[src/verilog/sdfp_unused_guard.sv]
`default_nettype none
`default_nettype wire

[src/verilog/sdfp_pkg.sv]
// Purpose: shared constants and types of the sdram / fast-page dram sequencer
// Assumes: apb register offsets are byte addresses, one 32-bit word each
// Notes: command codes are {cs_n, ras_n, cas_n, we_n}
`default_nettype none
package sdfp_pkg;
  localparam int unsigned FIFO_DEPTH = 32;
  localparam int unsigned REQ_WIDTH  = 58;
  // register byte offsets
  localparam logic [11:0] OFS_CONFIG  = 12'h000;
  localparam logic [11:0] OFS_REQUEST = 12'h004;
  localparam logic [11:0] OFS_WDATA   = 12'h008;
  localparam logic [11:0] OFS_RDATA   = 12'h00C;
  localparam logic [11:0] OFS_STATUS  = 12'h010;
  localparam logic [31:0] CONFIG_RESET = 32'h0000_0000;
  localparam logic [31:0] WDATA_RESET  = 32'h0000_0000;
  // config fields
  localparam int CFG_EN   = 0;
  localparam int CFG_FP   = 1;
  localparam int CFG_PW   = 2;
  localparam int CFG_CL3  = 4;
  localparam int CFG_BURST_CYCLE_TIMING_FIELD = 5;
  localparam int CFG_REFRESH_CYCLE_LENGTH_FIELD = 7;
  // request fields
  localparam int REQ_WR    = 24;
  localparam int REQ_BURST = 25;
  localparam int REQ_DMA   = 26;
  localparam int REQ_REFR  = 27;
  // port widths and active lanes
  localparam logic [1:0] PW_8     = 2'h0;
  localparam logic [1:0] PW_16    = 2'h1;
  localparam logic [3:0] LANES_8  = 4'h8;
  localparam logic [3:0] LANES_16 = 4'hC;
  localparam logic [3:0] LANES_32 = 4'hF;
  // sdram commands
  localparam logic [3:0] CMD_LMR = 4'h0;
  localparam logic [3:0] CMD_REF = 4'h1;
  localparam logic [3:0] CMD_PRE = 4'h2;
  localparam logic [3:0] CMD_ACT = 4'h3;
  localparam logic [3:0] CMD_WR  = 4'h4;
  localparam logic [3:0] CMD_RD  = 4'h5;
  localparam logic [3:0] CMD_BST = 4'h6;
  localparam logic [3:0] CMD_NOP = 4'h7;
  localparam logic [3:0] CMD_INH = 4'hF;
  // spacing counts, in bus clock cycles
  localparam logic [3:0] NOP_SINGLE_CL3 = 4'h2;
  localparam logic [3:0] NOP_BURST_CL3  = 4'h5;
  localparam logic [3:0] NOP_SINGLE_CL2 = 4'h1;
  localparam logic [3:0] NOP_BURST_CL2  = 4'h4;
  localparam logic [3:0] INH_CL3        = 4'h3;
  localparam logic [3:0] INH_CL2        = 4'h2;
  localparam logic [3:0] WR_BURST_DATA  = 4'h3;
  localparam logic [2:0] BURST_LAST     = 3'h3;
  localparam logic [3:0] DMA_GAP_TICKS  = 4'hD;
  // address layout and mode word
  localparam int ROW_LO = 10;
  localparam logic [11:0] ADDR_PRE_ALL = 12'h400;
  localparam logic [11:0] MODE_CL3_BL1 = 12'h030;
  localparam logic [11:0] MODE_CL2_BL1 = 12'h020;
  localparam logic [11:0] MODE_BL4     = 12'h002;

  typedef struct packed {
    logic        refr;
    logic        dma;
    logic        burst;
    logic        wr;
    logic [21:0] addr;
    logic [31:0] data;
  } sdfp_req_s;

  typedef enum logic [10:0] {
    ST_IDLE = 11'h001, ST_PRE = 11'h002, ST_LMR = 11'h004, ST_ACT = 11'h008,
    ST_T1   = 11'h010, ST_RDWR = 11'h020, ST_WAIT = 11'h040, ST_BST = 11'h080,
    ST_INH  = 11'h100, ST_REF = 11'h200, ST_GAP = 11'h400
  } sdfp_state_e;
endpackage
`default_nettype wire

[src/verilog/sdfp_seq.sv]
// Purpose: sdram and fast-page dram sequencer behind an apb register file
// Assumes: bus clock arrives as a pin and is sampled by SYS_CLK_I
// Notes on behaviour
// - byte strobes enable lane 3 for 8-bit, lanes 3..2 for 16-bit, all lanes for 32-bit.
// - fast-page cas lines follow the same lane choice as the byte strobes; refresh drives all four cas lines low.
// - outside refresh and initialisation, sdram precharge and activate are issued only when the previous row does not match.
// - cas latency of two or three sets read capture and command spacing.
// - at latency three a single read has two nops before burst terminate.
// - at latency three a burst read has five nops before burst terminate.
// - at latency three three inhibit cycles follow each burst terminate.
// - a write without activate shows the column address in its second cycle.
// - a transfer flagged as dma is followed by a thirteen cycle idle gap.
// - fast-page refresh length follows the refresh cycle field, 01, 10 or 11.
// - byte strobes double as sdram data mask and change on the bus clock rise.
// - in sdram mode cas changes on the bus clock rise.
// - in fast-page mode cas and ras change on the bus clock fall.
// - the row/column select changes on the bus clock rise.
`default_nettype none
module sdfp_fifo #(
  parameter int unsigned WIDTH = 8,
  parameter int unsigned DEPTH = 4
) (
  input  wire logic             clk_i,
  input  wire logic             rst_b_i,
  input  wire logic             in_valid_i,
  output logic                  in_ready_o,
  input  wire logic [WIDTH-1:0] in_data_i,
  output logic                  out_valid_o,
  input  wire logic             out_ready_i,
  output logic      [WIDTH-1:0] out_data_o
);
  localparam int unsigned AW = $clog2(DEPTH);
  logic [WIDTH-1:0] mem [DEPTH];
  logic [AW-1:0]    wr_ptr;
  logic [AW-1:0]    rd_ptr;
  logic [AW:0]      count;
  wire              push = in_valid_i & in_ready_o;
  wire              pop  = out_valid_o & out_ready_i;
  assign in_ready_o  = (count < (AW+1)'(DEPTH));
  assign out_valid_o = (count != '0);
  assign out_data_o  = mem[rd_ptr];
  always_ff @(posedge clk_i) begin
    if (push) begin
      mem[wr_ptr] <= in_data_i;
    end
  end
  always_ff @(posedge clk_i or negedge rst_b_i) begin
    if (!rst_b_i) begin
      wr_ptr <= '0;
      rd_ptr <= '0;
      count  <= '0;
    end else begin
      wr_ptr <= push ? wr_ptr + 1'b1 : wr_ptr;
      rd_ptr <= pop ? rd_ptr + 1'b1 : rd_ptr;
      count  <= count + (AW+1)'(push) - (AW+1)'(pop);
    end
  end
endmodule

module sdfp_seq (
  input  wire logic        SYS_CLK_I,
  input  wire logic        RST_B_I,
  input  wire logic        PSEL_I,
  input  wire logic        PENABLE_I,
  input  wire logic        PWRITE_I,
  input  wire logic [11:0] PADDR_I,
  input  wire logic [31:0] PWDATA_I,
  output logic      [31:0] PRDATA_O,
  output logic             PREADY_O,
  output logic             PSLVERR_O,
  input  wire logic        BCLK_I,
  output logic             MEM_CS_N_O,
  output logic             MEM_RAS_N_O,
  output logic      [3:0]  MEM_CAS_N_O,
  output logic             MEM_WE_N_O,
  output logic      [3:0]  BYTE_LANE_STROBE_N_O,
  output logic      [11:0] MEM_ADDR_O,
  output logic             ROW_COL_ADDR_SELECT_O,
  output logic      [31:0] MEM_DQ_O,
  output logic             MEM_DQ_OE_O,
  input  wire logic [31:0] MEM_DQ_I
);
  logic [31:0] config_reg;
  logic [31:0] wdata;
  logic [31:0] rdata;
  logic [31:0] prdata;
  logic        rd_ph;
  logic        bclk_s1, bclk_s2, bclk_s3;
  logic [31:0] dq_s1, dq_s2;
  logic        fifo_ready, fifo_valid, pop;
  logic [sdfp_pkg::REQ_WIDTH-1:0] fifo_out;
  sdfp_pkg::sdfp_req_s  head, cur;
  sdfp_pkg::sdfp_state_e state, next_state;
  logic [3:0]  cnt, next_cnt;
  logic [2:0]  beat, next_beat;
  logic        row_open, init_done;
  logic [11:0] open_row;
  logic [3:0]  cap_wait;
  logic [2:0]  cap_left;
  logic [3:0]  cmd;
  logic [11:0] ma;
  logic        mux_col, dq_drv, lane_on, ras_fp, cas_fp;

  // apb decode
  wire sel_cfg = PADDR_I == sdfp_pkg::OFS_CONFIG;
  wire sel_req = PADDR_I == sdfp_pkg::OFS_REQUEST;
  wire sel_wd  = PADDR_I == sdfp_pkg::OFS_WDATA;
  wire sel_rd  = PADDR_I == sdfp_pkg::OFS_RDATA;
  wire sel_st  = PADDR_I == sdfp_pkg::OFS_STATUS;
  wire mapped  = sel_cfg | sel_req | sel_wd | sel_rd | sel_st;
  wire acc     = PSEL_I & PENABLE_I;
  wire req_push_v = acc & PWRITE_I & sel_req;
  // full fifo stalls the apb write until a slot frees
  assign PREADY_O  = PWRITE_I ? ~(sel_req & ~fifo_ready) : rd_ph;
  assign PSLVERR_O = acc & PREADY_O & ~mapped;
  assign PRDATA_O  = prdata;
  wire wr_en = acc & PWRITE_I & PREADY_O;

  // configuration fields
  wire       en      = config_reg[sdfp_pkg::CFG_EN];
  wire       fp      = config_reg[sdfp_pkg::CFG_FP];
  wire [1:0] pw      = config_reg[sdfp_pkg::CFG_PW +: 2];
  wire       cl3     = config_reg[sdfp_pkg::CFG_CL3];
  wire [1:0] burst_cycle_timing_field    = config_reg[sdfp_pkg::CFG_BURST_CYCLE_TIMING_FIELD +: 2];
  wire [1:0] refresh_cycle_length_field    = config_reg[sdfp_pkg::CFG_REFRESH_CYCLE_LENGTH_FIELD +: 2];
  wire [3:0] lanes   = (pw == sdfp_pkg::PW_8)  ? sdfp_pkg::LANES_8 :
                       (pw == sdfp_pkg::PW_16) ? sdfp_pkg::LANES_16 : sdfp_pkg::LANES_32;
  wire [3:0] burst_cycle_timing_field_m1 = (burst_cycle_timing_field == 2'h0) ? 4'h0 : {2'h0, burst_cycle_timing_field} - 4'h1;
  wire [3:0] refresh_cycle_length_field_n  = (refresh_cycle_length_field == 2'h0) ? 4'h1 : {2'h0, refresh_cycle_length_field};
  wire [3:0] nops    = cl3 ? (cur.burst ? sdfp_pkg::NOP_BURST_CL3 : sdfp_pkg::NOP_SINGLE_CL3)
                           : (cur.burst ? sdfp_pkg::NOP_BURST_CL2 : sdfp_pkg::NOP_SINGLE_CL2);
  wire [3:0] inhs    = cl3 ? sdfp_pkg::INH_CL3 : sdfp_pkg::INH_CL2;
  wire [11:0] mode   = (cl3 ? sdfp_pkg::MODE_CL3_BL1 : sdfp_pkg::MODE_CL2_BL1) |
                       (cur.burst ? sdfp_pkg::MODE_BL4 : 12'h000);
  wire [2:0] last_beat = cur.burst ? sdfp_pkg::BURST_LAST : 3'h0;
  wire [11:0] cur_row = cur.addr[sdfp_pkg::ROW_LO +: 12];
  wire [11:0] cur_col = {2'h0, cur.addr[sdfp_pkg::ROW_LO-1:0]};
  wire row_hit = row_open && (head.addr[sdfp_pkg::ROW_LO +: 12] == open_row);
  wire [31:0] status = {15'h0, ~fifo_ready, 1'b0, open_row, row_open,
                        state != sdfp_pkg::ST_IDLE, init_done};
  wire [31:0] rd_mux = sel_cfg ? config_reg : sel_wd ? wdata : sel_rd ? rdata :
                       sel_st ? status : 32'h0;
  assign head = sdfp_pkg::sdfp_req_s'(fifo_out);

  // bus clock edges, seen through a two-stage synchroniser
  wire tick_r = bclk_s2 & ~bclk_s3;
  wire tick_f = ~bclk_s2 & bclk_s3;

  sdfp_fifo #(.WIDTH(sdfp_pkg::REQ_WIDTH), .DEPTH(sdfp_pkg::FIFO_DEPTH)) u_fifo (
    .clk_i       (SYS_CLK_I),
    .rst_b_i     (RST_B_I),
    .in_valid_i  (req_push_v),
    .in_ready_o  (fifo_ready),
    .in_data_i   ({PWDATA_I[sdfp_pkg::REQ_REFR:sdfp_pkg::REQ_WR], PWDATA_I[21:0], wdata}),
    .out_valid_o (fifo_valid),
    .out_ready_i (pop),
    .out_data_o  (fifo_out)
  );

  always_ff @(posedge SYS_CLK_I or negedge RST_B_I) begin
    if (!RST_B_I) begin
      config_reg <= sdfp_pkg::CONFIG_RESET;
      wdata      <= sdfp_pkg::WDATA_RESET;
      rd_ph      <= 1'b0;
      prdata     <= 32'h0;
    end else begin
      if (wr_en && sel_cfg) config_reg <= PWDATA_I;
      if (wr_en && sel_wd) wdata <= PWDATA_I;
      rd_ph  <= acc & ~PWRITE_I & ~rd_ph;
      prdata <= (acc & ~PWRITE_I & ~rd_ph) ? rd_mux : prdata;
    end
  end

  always_ff @(posedge SYS_CLK_I or negedge RST_B_I) begin
    if (!RST_B_I) begin
      {bclk_s1, bclk_s2, bclk_s3} <= 3'h0;
      dq_s1 <= 32'h0;
      dq_s2 <= 32'h0;
    end else begin
      {bclk_s1, bclk_s2, bclk_s3} <= {BCLK_I, bclk_s1, bclk_s2};
      dq_s1 <= MEM_DQ_I;
      dq_s2 <= dq_s1;
    end
  end

  // sequencer: one state per bus clock cycle, stepped on each rise
  always_comb begin
    next_state = state;
    next_cnt   = cnt;
    next_beat  = beat;
    pop        = 1'b0;
    cmd        = sdfp_pkg::CMD_NOP;
    ma         = cur_row;
    mux_col    = 1'b0;
    dq_drv     = 1'b0;
    lane_on    = 1'b0;
    ras_fp     = 1'b1;
    cas_fp     = 1'b1;
    case (state)
      sdfp_pkg::ST_IDLE: begin
        cmd = en ? sdfp_pkg::CMD_NOP : sdfp_pkg::CMD_INH;
        if (tick_r && en && !init_done && !fp) begin
          next_state = sdfp_pkg::ST_PRE;
        end else if (tick_r && en && (init_done || fp) && fifo_valid) begin
          pop       = 1'b1;
          next_cnt  = refresh_cycle_length_field_n;
          next_beat = 3'h0;
          if (head.refr) next_state = fp ? sdfp_pkg::ST_REF : sdfp_pkg::ST_PRE;
          else if (fp) next_state = sdfp_pkg::ST_ACT;
          else if (row_hit) next_state = head.wr ? sdfp_pkg::ST_T1 : sdfp_pkg::ST_RDWR;
          else if (row_open) next_state = sdfp_pkg::ST_PRE;
          else next_state = sdfp_pkg::ST_ACT;
        end
      end
      sdfp_pkg::ST_PRE: begin
        cmd = sdfp_pkg::CMD_PRE;
        ma  = sdfp_pkg::ADDR_PRE_ALL;
        if (tick_r) begin
          next_state = !init_done ? sdfp_pkg::ST_LMR :
                       cur.refr ? sdfp_pkg::ST_REF : sdfp_pkg::ST_ACT;
        end
      end
      sdfp_pkg::ST_LMR: begin
        cmd = sdfp_pkg::CMD_LMR;
        ma  = mode;
        if (tick_r) next_state = sdfp_pkg::ST_IDLE;
      end
      sdfp_pkg::ST_ACT: begin
        cmd    = sdfp_pkg::CMD_ACT;
        ras_fp = 1'b0;
        if (tick_r) begin
          next_state = sdfp_pkg::ST_RDWR;
          next_cnt   = burst_cycle_timing_field_m1;
        end
      end
      sdfp_pkg::ST_T1: begin
        if (tick_r) next_state = sdfp_pkg::ST_RDWR;
      end
      sdfp_pkg::ST_RDWR: begin
        cmd     = fp ? {3'h7, ~cur.wr} : (cur.wr ? sdfp_pkg::CMD_WR : sdfp_pkg::CMD_RD);
        ma      = cur_col;
        mux_col = 1'b1;
        dq_drv  = cur.wr;
        lane_on = 1'b1;
        ras_fp  = 1'b0;
        cas_fp  = 1'b0;
        if (tick_r && fp) begin
          next_cnt = (cnt == 4'h0) ? burst_cycle_timing_field_m1 : cnt - 4'h1;
          if (cnt == 4'h0) begin
            next_beat = beat + 3'h1;
            if (beat == last_beat) next_state = cur.dma ? sdfp_pkg::ST_GAP : sdfp_pkg::ST_IDLE;
            next_cnt = (beat == last_beat && cur.dma) ? sdfp_pkg::DMA_GAP_TICKS : burst_cycle_timing_field_m1;
          end
        end else if (tick_r) begin
          next_cnt   = cur.wr ? sdfp_pkg::WR_BURST_DATA : nops;
          next_state = (!cur.wr || cur.burst) ? sdfp_pkg::ST_WAIT :
                       cur.dma ? sdfp_pkg::ST_GAP : sdfp_pkg::ST_IDLE;
          if (cur.wr && !cur.burst) next_cnt = sdfp_pkg::DMA_GAP_TICKS;
        end
      end
      sdfp_pkg::ST_WAIT: begin
        dq_drv  = cur.wr;
        lane_on = cur.wr;
        ma      = cur_col;
        mux_col = 1'b1;
        if (tick_r) begin
          next_cnt = cnt - 4'h1;
          if (cnt == 4'h1) next_state = sdfp_pkg::ST_BST;
        end
      end
      sdfp_pkg::ST_BST: begin
        cmd = sdfp_pkg::CMD_BST;
        if (tick_r) begin
          next_state = sdfp_pkg::ST_INH;
          next_cnt   = inhs;
        end
      end
      sdfp_pkg::ST_INH: begin
        cmd = sdfp_pkg::CMD_INH;
        if (tick_r) begin
          next_cnt = cnt - 4'h1;
          if (cnt == 4'h1) begin
            next_state = cur.dma ? sdfp_pkg::ST_GAP : sdfp_pkg::ST_IDLE;
            next_cnt   = sdfp_pkg::DMA_GAP_TICKS;
          end
        end
      end
      sdfp_pkg::ST_REF: begin
        cmd    = sdfp_pkg::CMD_REF;
        cas_fp = 1'b0;
        ras_fp = (beat == 3'h0);
        if (tick_r) begin
          next_beat = 3'h1;
          next_cnt  = cnt - 4'h1;
          if (!fp || cnt == 4'h1) begin
            next_state = cur.dma ? sdfp_pkg::ST_GAP : sdfp_pkg::ST_IDLE;
            next_cnt   = sdfp_pkg::DMA_GAP_TICKS;
          end
        end
      end
      sdfp_pkg::ST_GAP: begin
        if (tick_r) begin
          next_cnt = cnt - 4'h1;
          if (cnt == 4'h1) next_state = sdfp_pkg::ST_IDLE;
        end
      end
      default: begin
        next_state = sdfp_pkg::ST_IDLE;
      end
    endcase
  end

  always_ff @(posedge SYS_CLK_I or negedge RST_B_I) begin
    if (!RST_B_I) begin
      state     <= sdfp_pkg::ST_IDLE;
      cnt       <= 4'h0;
      beat      <= 3'h0;
      cur       <= '0;
      row_open  <= 1'b0;
      open_row  <= 12'h000;
      init_done <= 1'b0;
    end else begin
      state <= next_state;
      cnt   <= next_cnt;
      beat  <= next_beat;
      if (pop) cur <= head;
      if (tick_r && state == sdfp_pkg::ST_LMR) init_done <= 1'b1;
      if (tick_r && state == sdfp_pkg::ST_PRE) row_open <= 1'b0;
      if (tick_r && state == sdfp_pkg::ST_ACT && !fp) begin
        row_open <= 1'b1;
        open_row <= cur_row;
      end
    end
  end

  // read capture after the configured latency
  always_ff @(posedge SYS_CLK_I or negedge RST_B_I) begin
    if (!RST_B_I) begin
      cap_wait <= 4'h0;
      cap_left <= 3'h0;
      rdata    <= 32'h0;
    end else if (tick_r) begin
      if (state == sdfp_pkg::ST_RDWR && !cur.wr && !fp) begin
        cap_wait <= cl3 ? 4'h3 : 4'h2;
        cap_left <= last_beat + 3'h1;
      end else if (cap_wait != 4'h0) begin
        cap_wait <= cap_wait - 4'h1;
      end else if (cap_left != 3'h0) begin
        cap_left <= cap_left - 3'h1;
        rdata    <= dq_s2;
      end
      if (state == sdfp_pkg::ST_RDWR && !cur.wr && fp && cnt == 4'h0) rdata <= dq_s2;
    end
  end

  // pin registers: sdram strobes on the rise, fast-page ras/cas on the fall
  always_ff @(posedge SYS_CLK_I or negedge RST_B_I) begin
    if (!RST_B_I) begin
      {MEM_CS_N_O, MEM_WE_N_O, MEM_RAS_N_O} <= 3'h7;
      MEM_CAS_N_O           <= 4'hF;
      BYTE_LANE_STROBE_N_O  <= 4'hF;
      MEM_ADDR_O            <= 12'h000;
      ROW_COL_ADDR_SELECT_O <= 1'b0;
      MEM_DQ_O              <= 32'h0;
      MEM_DQ_OE_O           <= 1'b0;
    end else begin
      if (tick_r) begin
        MEM_CS_N_O            <= cmd[3];
        MEM_WE_N_O            <= cmd[0];
        BYTE_LANE_STROBE_N_O  <= lane_on ? ~lanes : 4'hF;
        MEM_ADDR_O            <= ma;
        ROW_COL_ADDR_SELECT_O <= mux_col;
        MEM_DQ_O              <= cur.data;
        MEM_DQ_OE_O           <= dq_drv;
      end
      if (tick_r && !fp) begin
        MEM_RAS_N_O <= cmd[2];
        MEM_CAS_N_O <= {4{cmd[1]}};
      end else if (tick_f && fp) begin
        MEM_RAS_N_O <= ras_fp;
        MEM_CAS_N_O <= cas_fp ? 4'hF : (state == sdfp_pkg::ST_REF ? 4'h0 : ~lanes);
      end
    end
  end

  // helper counters for the spacing checks
  logic [3:0] nop_run, inh_run, gap_run;
  logic       in_inh, from_t1;
  always_ff @(posedge SYS_CLK_I or negedge RST_B_I) begin
    if (!RST_B_I) begin
      {nop_run, inh_run, gap_run} <= 12'h000;
      in_inh <= 1'b0;
      from_t1 <= 1'b0;
    end else if (tick_r) begin
      nop_run <= (cmd == sdfp_pkg::CMD_RD) ? 4'h0 : nop_run + 4'(cmd == sdfp_pkg::CMD_NOP);
      inh_run <= (cmd == sdfp_pkg::CMD_BST) ? 4'h0 : inh_run + 4'(cmd == sdfp_pkg::CMD_INH);
      in_inh  <= (cmd == sdfp_pkg::CMD_BST) | (in_inh & (cmd == sdfp_pkg::CMD_INH));
      gap_run <= (state == sdfp_pkg::ST_GAP) ? gap_run + 4'h1 : 4'h0;
      from_t1 <= (state == sdfp_pkg::ST_T1);
    end
  end
endmodule
`default_nettype wire

[config.mk]
export PLATFORM = sky130hd
export DESIGN_NAME = sdfp_seq
export DESIGN_NICKNAME = d
export VERILOG_FILES = /design/src/verilog/sdfp_unused_guard.sv /design/src/verilog/sdfp_pkg.sv /design/src/verilog/sdfp_seq.sv
export SDC_FILE = /design/constraint.sdc
export NUM_CORES = 2
export LEC_CHECK = 0
export ABC_CLOCK_PERIOD_IN_PS = 3900
export BUFFER_PORTS_ARGS = -buffer_cell sky130_fd_sc_hd__buf_4
export CAP_MARGIN = 15
export CORE_MARGIN = 8
export CORE_UTILIZATION = 50
export CTS_CLUSTER_SIZE = 24
export DETAILED_ROUTE_END_ITERATION = 16
export HOLD_SLACK_MARGIN = 0.06
export PLACE_DENSITY = 0.68
export SYNTH_ARGS = -nofsm -noshare
export SYNTH_HDL_FRONTEND = slang
export SYNTH_SLANG_ARGS = --single-unit
[constraint.sdc]
create_clock -name SYS_CLK_I -period 3.9 [get_ports SYS_CLK_I]
set_input_delay 0 -clock SYS_CLK_I [delete_from_list [all_inputs] [get_ports SYS_CLK_I]]
set_output_delay 0 -clock SYS_CLK_I [all_outputs]
set_load 0.005 [all_outputs]
==> Word level (Yosys, flattened, before mapping) <==
Memories as Yosys holds them, arrays and structs flattened.
Index checks and enable logic that the tools add are counted.
{ "totals": {"register_bits": 366, "ramBits": 1856, "word_cells": 274, "mem_count": 1} }
{ "classes": {"add_sub_neg": 10, "n_lt_le_gt_ge": 1, "eq_ne": 45, "n_mux": 99, "bitwise_logic": 27, "reduce_logical": 55} }
{ "mem_list": {"columns": ["name", "words", "word_bits", "rd", "rd_ports_with_merged_regs", "write_ports", "line", "text"], "rows": [
  ["u_fifo.mem", 32, 58, 1, 0, 1, "sdfp_seq.sv:33", "logic [WIDTH-1:0] mem [DEPTH];"]
]} }
{ "op_table": {"columns": ["op", "n"], "rows": [
  ["32-bit 2-to-1 mux", 7],
  ["11-bit 2-to-1 mux", 20],
  ["11-bit one-hot mux with 10 select lines", 1],
  ["4-bit 2-to-1 mux", 25],
  ["10-bit 2-to-1 mux", 4],
  ["3-bit 2-to-1 mux", 13],
  ["12-bit one-hot mux with 3 select lines", 1],
  ["2-bit inequality test (second input constant)", 17],
  ["4-bit one-hot mux with 8 select lines", 1],
  ["4-bit one-hot mux with 7 select lines", 1],
  ["12-bit by 4-bit equality test with 1-bit output (second input constant)", 2],
  ["1-bit logical AND", 21],
  ["6-bit 2-to-1 mux", 3],
  ["17-bit 2-to-1 mux", 1],
  ["16-bit AND reduction", 1],
  ["1-bit 2-to-1 mux", 14],
  ["1-bit AND", 13],
  ["12-bit equality test", 1],
  ["12-bit by 3-bit equality test with 1-bit output (second input constant)", 1],
  ["12-bit by 5-bit equality test with 1-bit output (second input constant)", 1],
  ["12-bit zero test", 1],
  ["3-bit inequality test (second input constant)", 4],
  ["11-bit by 1-bit equality test with 1-bit output (second input constant)", 1],
  ["11-bit by 10-bit equality test with 1-bit output (second input constant)", 1],
  ["47 further kinds", 82]
]} }

==> Depth between registers and ports, before layout <==
{ "logic_depth": {"depth_word": 10, "ltp_mapped": 18, "ltp_nobuf": 16} }

==> Modules after synthesis <==
From an unflattened synthesis, not the netlist that was laid out.
{ "hier_totals": {"hier_cells": 4315, "area_unflattened_um2": 85353.1} }
{ "modules_own_cells": {"columns": ["module", "instances", "cells_each", "area_per_inst_um2", "seq_area_each_um2"], "rows": [
  ["sdfp_fifo", 1, 3158, 71100.7, 56133.8],
  ["sdfp_seq", 1, 1157, 14252.4, 8720.9]
]} }

==> Least setup slack after synthesis <==
OpenSTA, ideal clock, no wires.
{ "synth_timing": {"kind": "input to register", "startpoint": "input port PADDR_I[7]", "endpoint": "memory u_fifo.mem[31][0] (netlist bit) (enable)", "setup_time_ns": 0.474, "arrival_time_ns": 4.057, "t_required_ns": 3.426, "slack_ns": -0.631, "path_stages": 7, "cell_sequence": "nor4_1 > nand3_1 > nor2_1 > nand2_1 > nor4_2 > nand2_1 > nor2_1"} }
{ "synth_between": {"elab_chain_len": 5} }
{ "synth_lines": {"columns": ["element", "line", "text"], "rows": [
  ["start, declared", "sdfp_seq.sv:66", "input wire logic [11:0] PADDR_I,"],
  ["12-bit by 3-bit equality test with 1-bit output", "sdfp_seq.sv:106", "wire sel_req = PADDR_I == sdfp_pkg::OFS_REQUEST;"],
  ["1-bit AND", "sdfp_seq.sv:112", "wire req_push_v = acc & PWRITE_I & sel_req;"],
  ["1-bit AND", "sdfp_seq.sv:37", "wire push = in_valid_i & in_ready_o;"],
  ["net u_fifo.push", "sdfp_seq.sv:37", null],
  ["1-bit 2-to-1 mux", "sdfp_seq.sv:43", "if (push) begin"],
  ["1-bit 2-to-1 mux (implied by the code)", "sdfp_seq.sv:44", "mem[wr_ptr] <= in_data_i;"],
  ["end, declared", "sdfp_seq.sv:33", null]
]} }
The timed path passes the listed nets, and every way through them passes these cells.

==> Worst setup path in the final report <==
{ "layout_timing": {"startpoint": "input port PADDR_I[10]", "endpoint": "memory u_fifo.mem[20][19] (netlist bit) (enable)"} }
The elaborated chain is that of the path after synthesis.

==> run summary <==
Max-cap violation count -> 0
Overall Global Routing Usage -> 23.8%
Crit path to -> u_fifo.mem[20][19]
Initial antenna violation count -> 12
Die width -> 429 um
Core Area -> 169000 um2
Port bufs -> 172
Share of cells above drive strength 1 -> 29.0%
Status -> finished clean
FF+latch count, synth -> 2220
Mean Syn Cell Area -> 20.7 um2
Min Hold Slack -> 143 ps
Sinks on Clock Net -> 2220
Clock skew -> 55.1 ps
CTS tree -> done
RSZ-0062 raised after global routing -> false
Cell row count -> 151
DRC errors left -> 0
Clock Latency Late Sink -> 870 ps
Reg2Reg Depth -> 11
RePlAce Congestion -> 0.834
Synthesis-to-finish area growth -> 16.3%
Mapped Area -> 85400 um2
Distinct cells, synth -> 79
Yosys synthesis warning count -> 0
Required @ worst endpoint -> 4420 ps
Vias per cell -> 6.24
CP endpoint kind -> register
DIE AREA -> 184000 um2
Sequential fraction of the synthesis area -> 76.0%
IO Pins -> 173
CTS H-Tree Depth -> 4
Slew at the pin with the worst max-slew slack -> 1220 ps
# nets final -> 4687
Main synth FF type -> edfxtp_1
DP Wirelength -> 124 mm
Clock Path Buffers -> 3
Kind of critical path -> input port to register
Hold Path Class -> input port to register
Post-placement cell area -> 90600 um2
Final wirelength -> 222 mm
First-pass GRT wire length -> 319 mm
Drt first pass iters -> 6
Flop2flop setup slack -> 340 ps
Syn Nets -> 4225
Vias in the first global route -> 44200
Routed vias -> 43700
Post-synth EDFFs -> 1856
Period utilization -> 98.8%
Pre-CTS setup slack -> 366 ps
PwrDens -> 490 nW/um2
DRT iter0 DRCs -> 5610
CP startpoint -> PADDR_I[10]
Overflow after GRT -> 0
F_max -> 260 MHz
Startpoint Class -> input port
Mapped Cells -> 4119
Root Driver -> clkbuf_16
Reg-to-Reg Start -> u_fifo.rd_ptr[0]
Starting Density -> 50.4%
Maximum VDD drop -> 0.000456 V
Largest register FFs -> 1856
Final worst path period need -> 3850 ps
Die H -> 429 um
Rel. slew slack -> 18.8%
Drt wl/cell -> 31.8 um
Total CTS buffers -> 218
Async set-or-reset flop fraction in the synthesized netlist -> 16.4%
Pin count of the biggest net entering global routing -> 113
Clock slew at reported path FFs -> 60 ps
TNS Setup -> 0 ps
Final setup fails -> 0
Reg with most FFs -> u_fifo.mem
Max-slew violation count -> 0
Critical Path AT -> 4370 ps
Worst reg2reg endpoint -> state[5]
Biggest regs -> u_fifo.mem: 1856 flops, cur: 58 flops
Fin area -> 99300 um2
Hold Fails Final Rpt -> 0
Leak -> 35.5 nW
Crit Path Max Fanout -> 27
Antenna Nets Post-Route -> 0
Slack of the critical path -> 46.5 ps
Util after Layout -> 58.6%
## per-layer routing
| layer | vias up | GRT usage, % | wire length, um |
|---|---|---|---|
| met5 | - | 0 | 7 |
| met4 | 2 | 6.54 | 6260 |
| met3 | 357 | 3.99 | 17500 |
| met2 | 2151 | 40.2 | 112000 |
| met1 | 23400 | 32.5 | 86500 |
| li1 | 17800 | - | - |
## layout make-up
type	count	area, um2
repair buffers	467	4700
multi-input cells	1646	19700
clock buffers	298	5930
diodes	4	10.0
flip-flops and latches	2220	64900
fillers	12000	70200
inverters	28	105
well taps	2218	2780
clock inverters	113	1220
## placed cells by master, fill, tap and decap left out, types with 8 or more instances in the layout
| cell type | count |
|---|---|
| edfxtp_1 | 1856 |
| mux4_2 | 531 |
| dfrtp_1 | 349 |
| buf_4 | 283 |
| nand2_1 | 270 |
| clkbuf_16 | 219 |
| dlygate4sd3_1 | 117 |
| mux2_2 | 114 |
| o21ai_0 | 104 |
| mux2i_1 | 96 |
| nor2_1 | 77 |
| clkbuf_1 | 64 |
| buf_12 | 55 |
| clkinv_1 | 39 |
| a21oi_1 | 36 |
| clkinv_2 | 35 |
| nor2_4 | 32 |
| a222oi_1 | 32 |
| inv_1 | 27 |
| nand3_1 | 26 |
| nand2b_1 | 25 |
| ha_1 | 23 |
| xnor2_1 | 19 |
| o31ai_1 | 19 |
| bufinv_16 | 19 |
| a31oi_1 | 18 |
| o22ai_1 | 17 |
| a22oi_1 | 16 |
| clkbuf_8 | 15 |
| nor3_1 | 14 |
| a22o_1 | 13 |
| o221ai_1 | 12 |
| xor2_1 | 11 |
| a211oi_1 | 11 |
| dfstp_2 | 10 |
| nand4_1 | 10 |
| buf_16 | 10 |
| nor4_1 | 8 |
| nand3b_1 | 8 |
## worst max-delay path, cell delays in order
cell	delay, ps
dlygate4sd3_1	540
buf_4	130
nor2_1	70
dlygate4sd3_1	560
nand3_1	200
dlygate4sd3_1	680
nor2_1	230
nand2_1	140
nor4_2	240
buf_4	280
nand2_1	90
buf_4	210
nor2_4	590
buf_12	350
## synthesized netlist by cell type (17+ instances only)
master    instances  share of area, %
mux2_2          114               1.5
nand3_1          27              0.16
a31oi_1          18              0.13
buf_2            51              0.30
o21ai_0         104              0.61
xnor2_1          19              0.19
nand2b_1         26              0.19
nor2_1          110              0.48
o22ai_1          17              0.12
edfxtp_1       1856                65
nand2_1         273               1.2
a21oi_1          36              0.21
clkbuf_1        120              0.53
inv_1            27              0.12
o31ai_1          19              0.17
a222oi_1         32              0.38
mux4_2          531                14
buf_1            26              0.11
mux2i_1          96               1.1
ha_1             23              0.34
dfrtp_1         354                10
## worst min path at each step
stage	startpoint	slack, ps	cells past startpoint	end
after floorplan	RST_B_I	-300	0	MEM_ADDR_O[0]
after global placement	RST_B_I	80	1	MEM_ADDR_O[10]
after detailed placement	RST_B_I	70	1	bclk_s1
after CTS	PWDATA_I[14]	80	2	u_fifo.mem[16][46]
after global routing	PWDATA_I[14]	140	2	u_fifo.mem[22][46]
final	PWDATA_I[12]	140	2	u_fifo.mem[12][44]
## stage by stage
stage,instances,power [W]
after global routing,6991,0.0500
after floorplan,4119,0.0273
after detailed placement,6444,0.0281
after global placement,6444,0.0280
final,6994,0.0486
after CTS,6973,0.0489
## cell families (layout without fill, tap and decap cells)
group,Yosys count,in the layout,share of synthesized area (%)
other cells,0,4,0
simple gates,530,530,2.78
compound gates,321,321,2.56
flops,2220,2220,76.0
mux,741,741,16.6
fa+ha+maj,24,24,0.361
buf+inv,253,906,1.36
xor+xnor,30,30,0.308
## timing repair
action | 4_1_cts | 5_1_grt
buffers inserted | 0 | 6
hold endpoints to repair | 1327 | 0
hold buffers | 118 | 0
endpoints found under the setup margin | 0 | 294
resized for setup | 0 | 2
## power by group
part | switching (W) | internal (W)
combinational | 0.000944 | 0.000635
clock | 0.00893 | 0.0119
sequential | 0.000288 | 0.0258
Note: power is estimated with default switching activity, not from simulation.
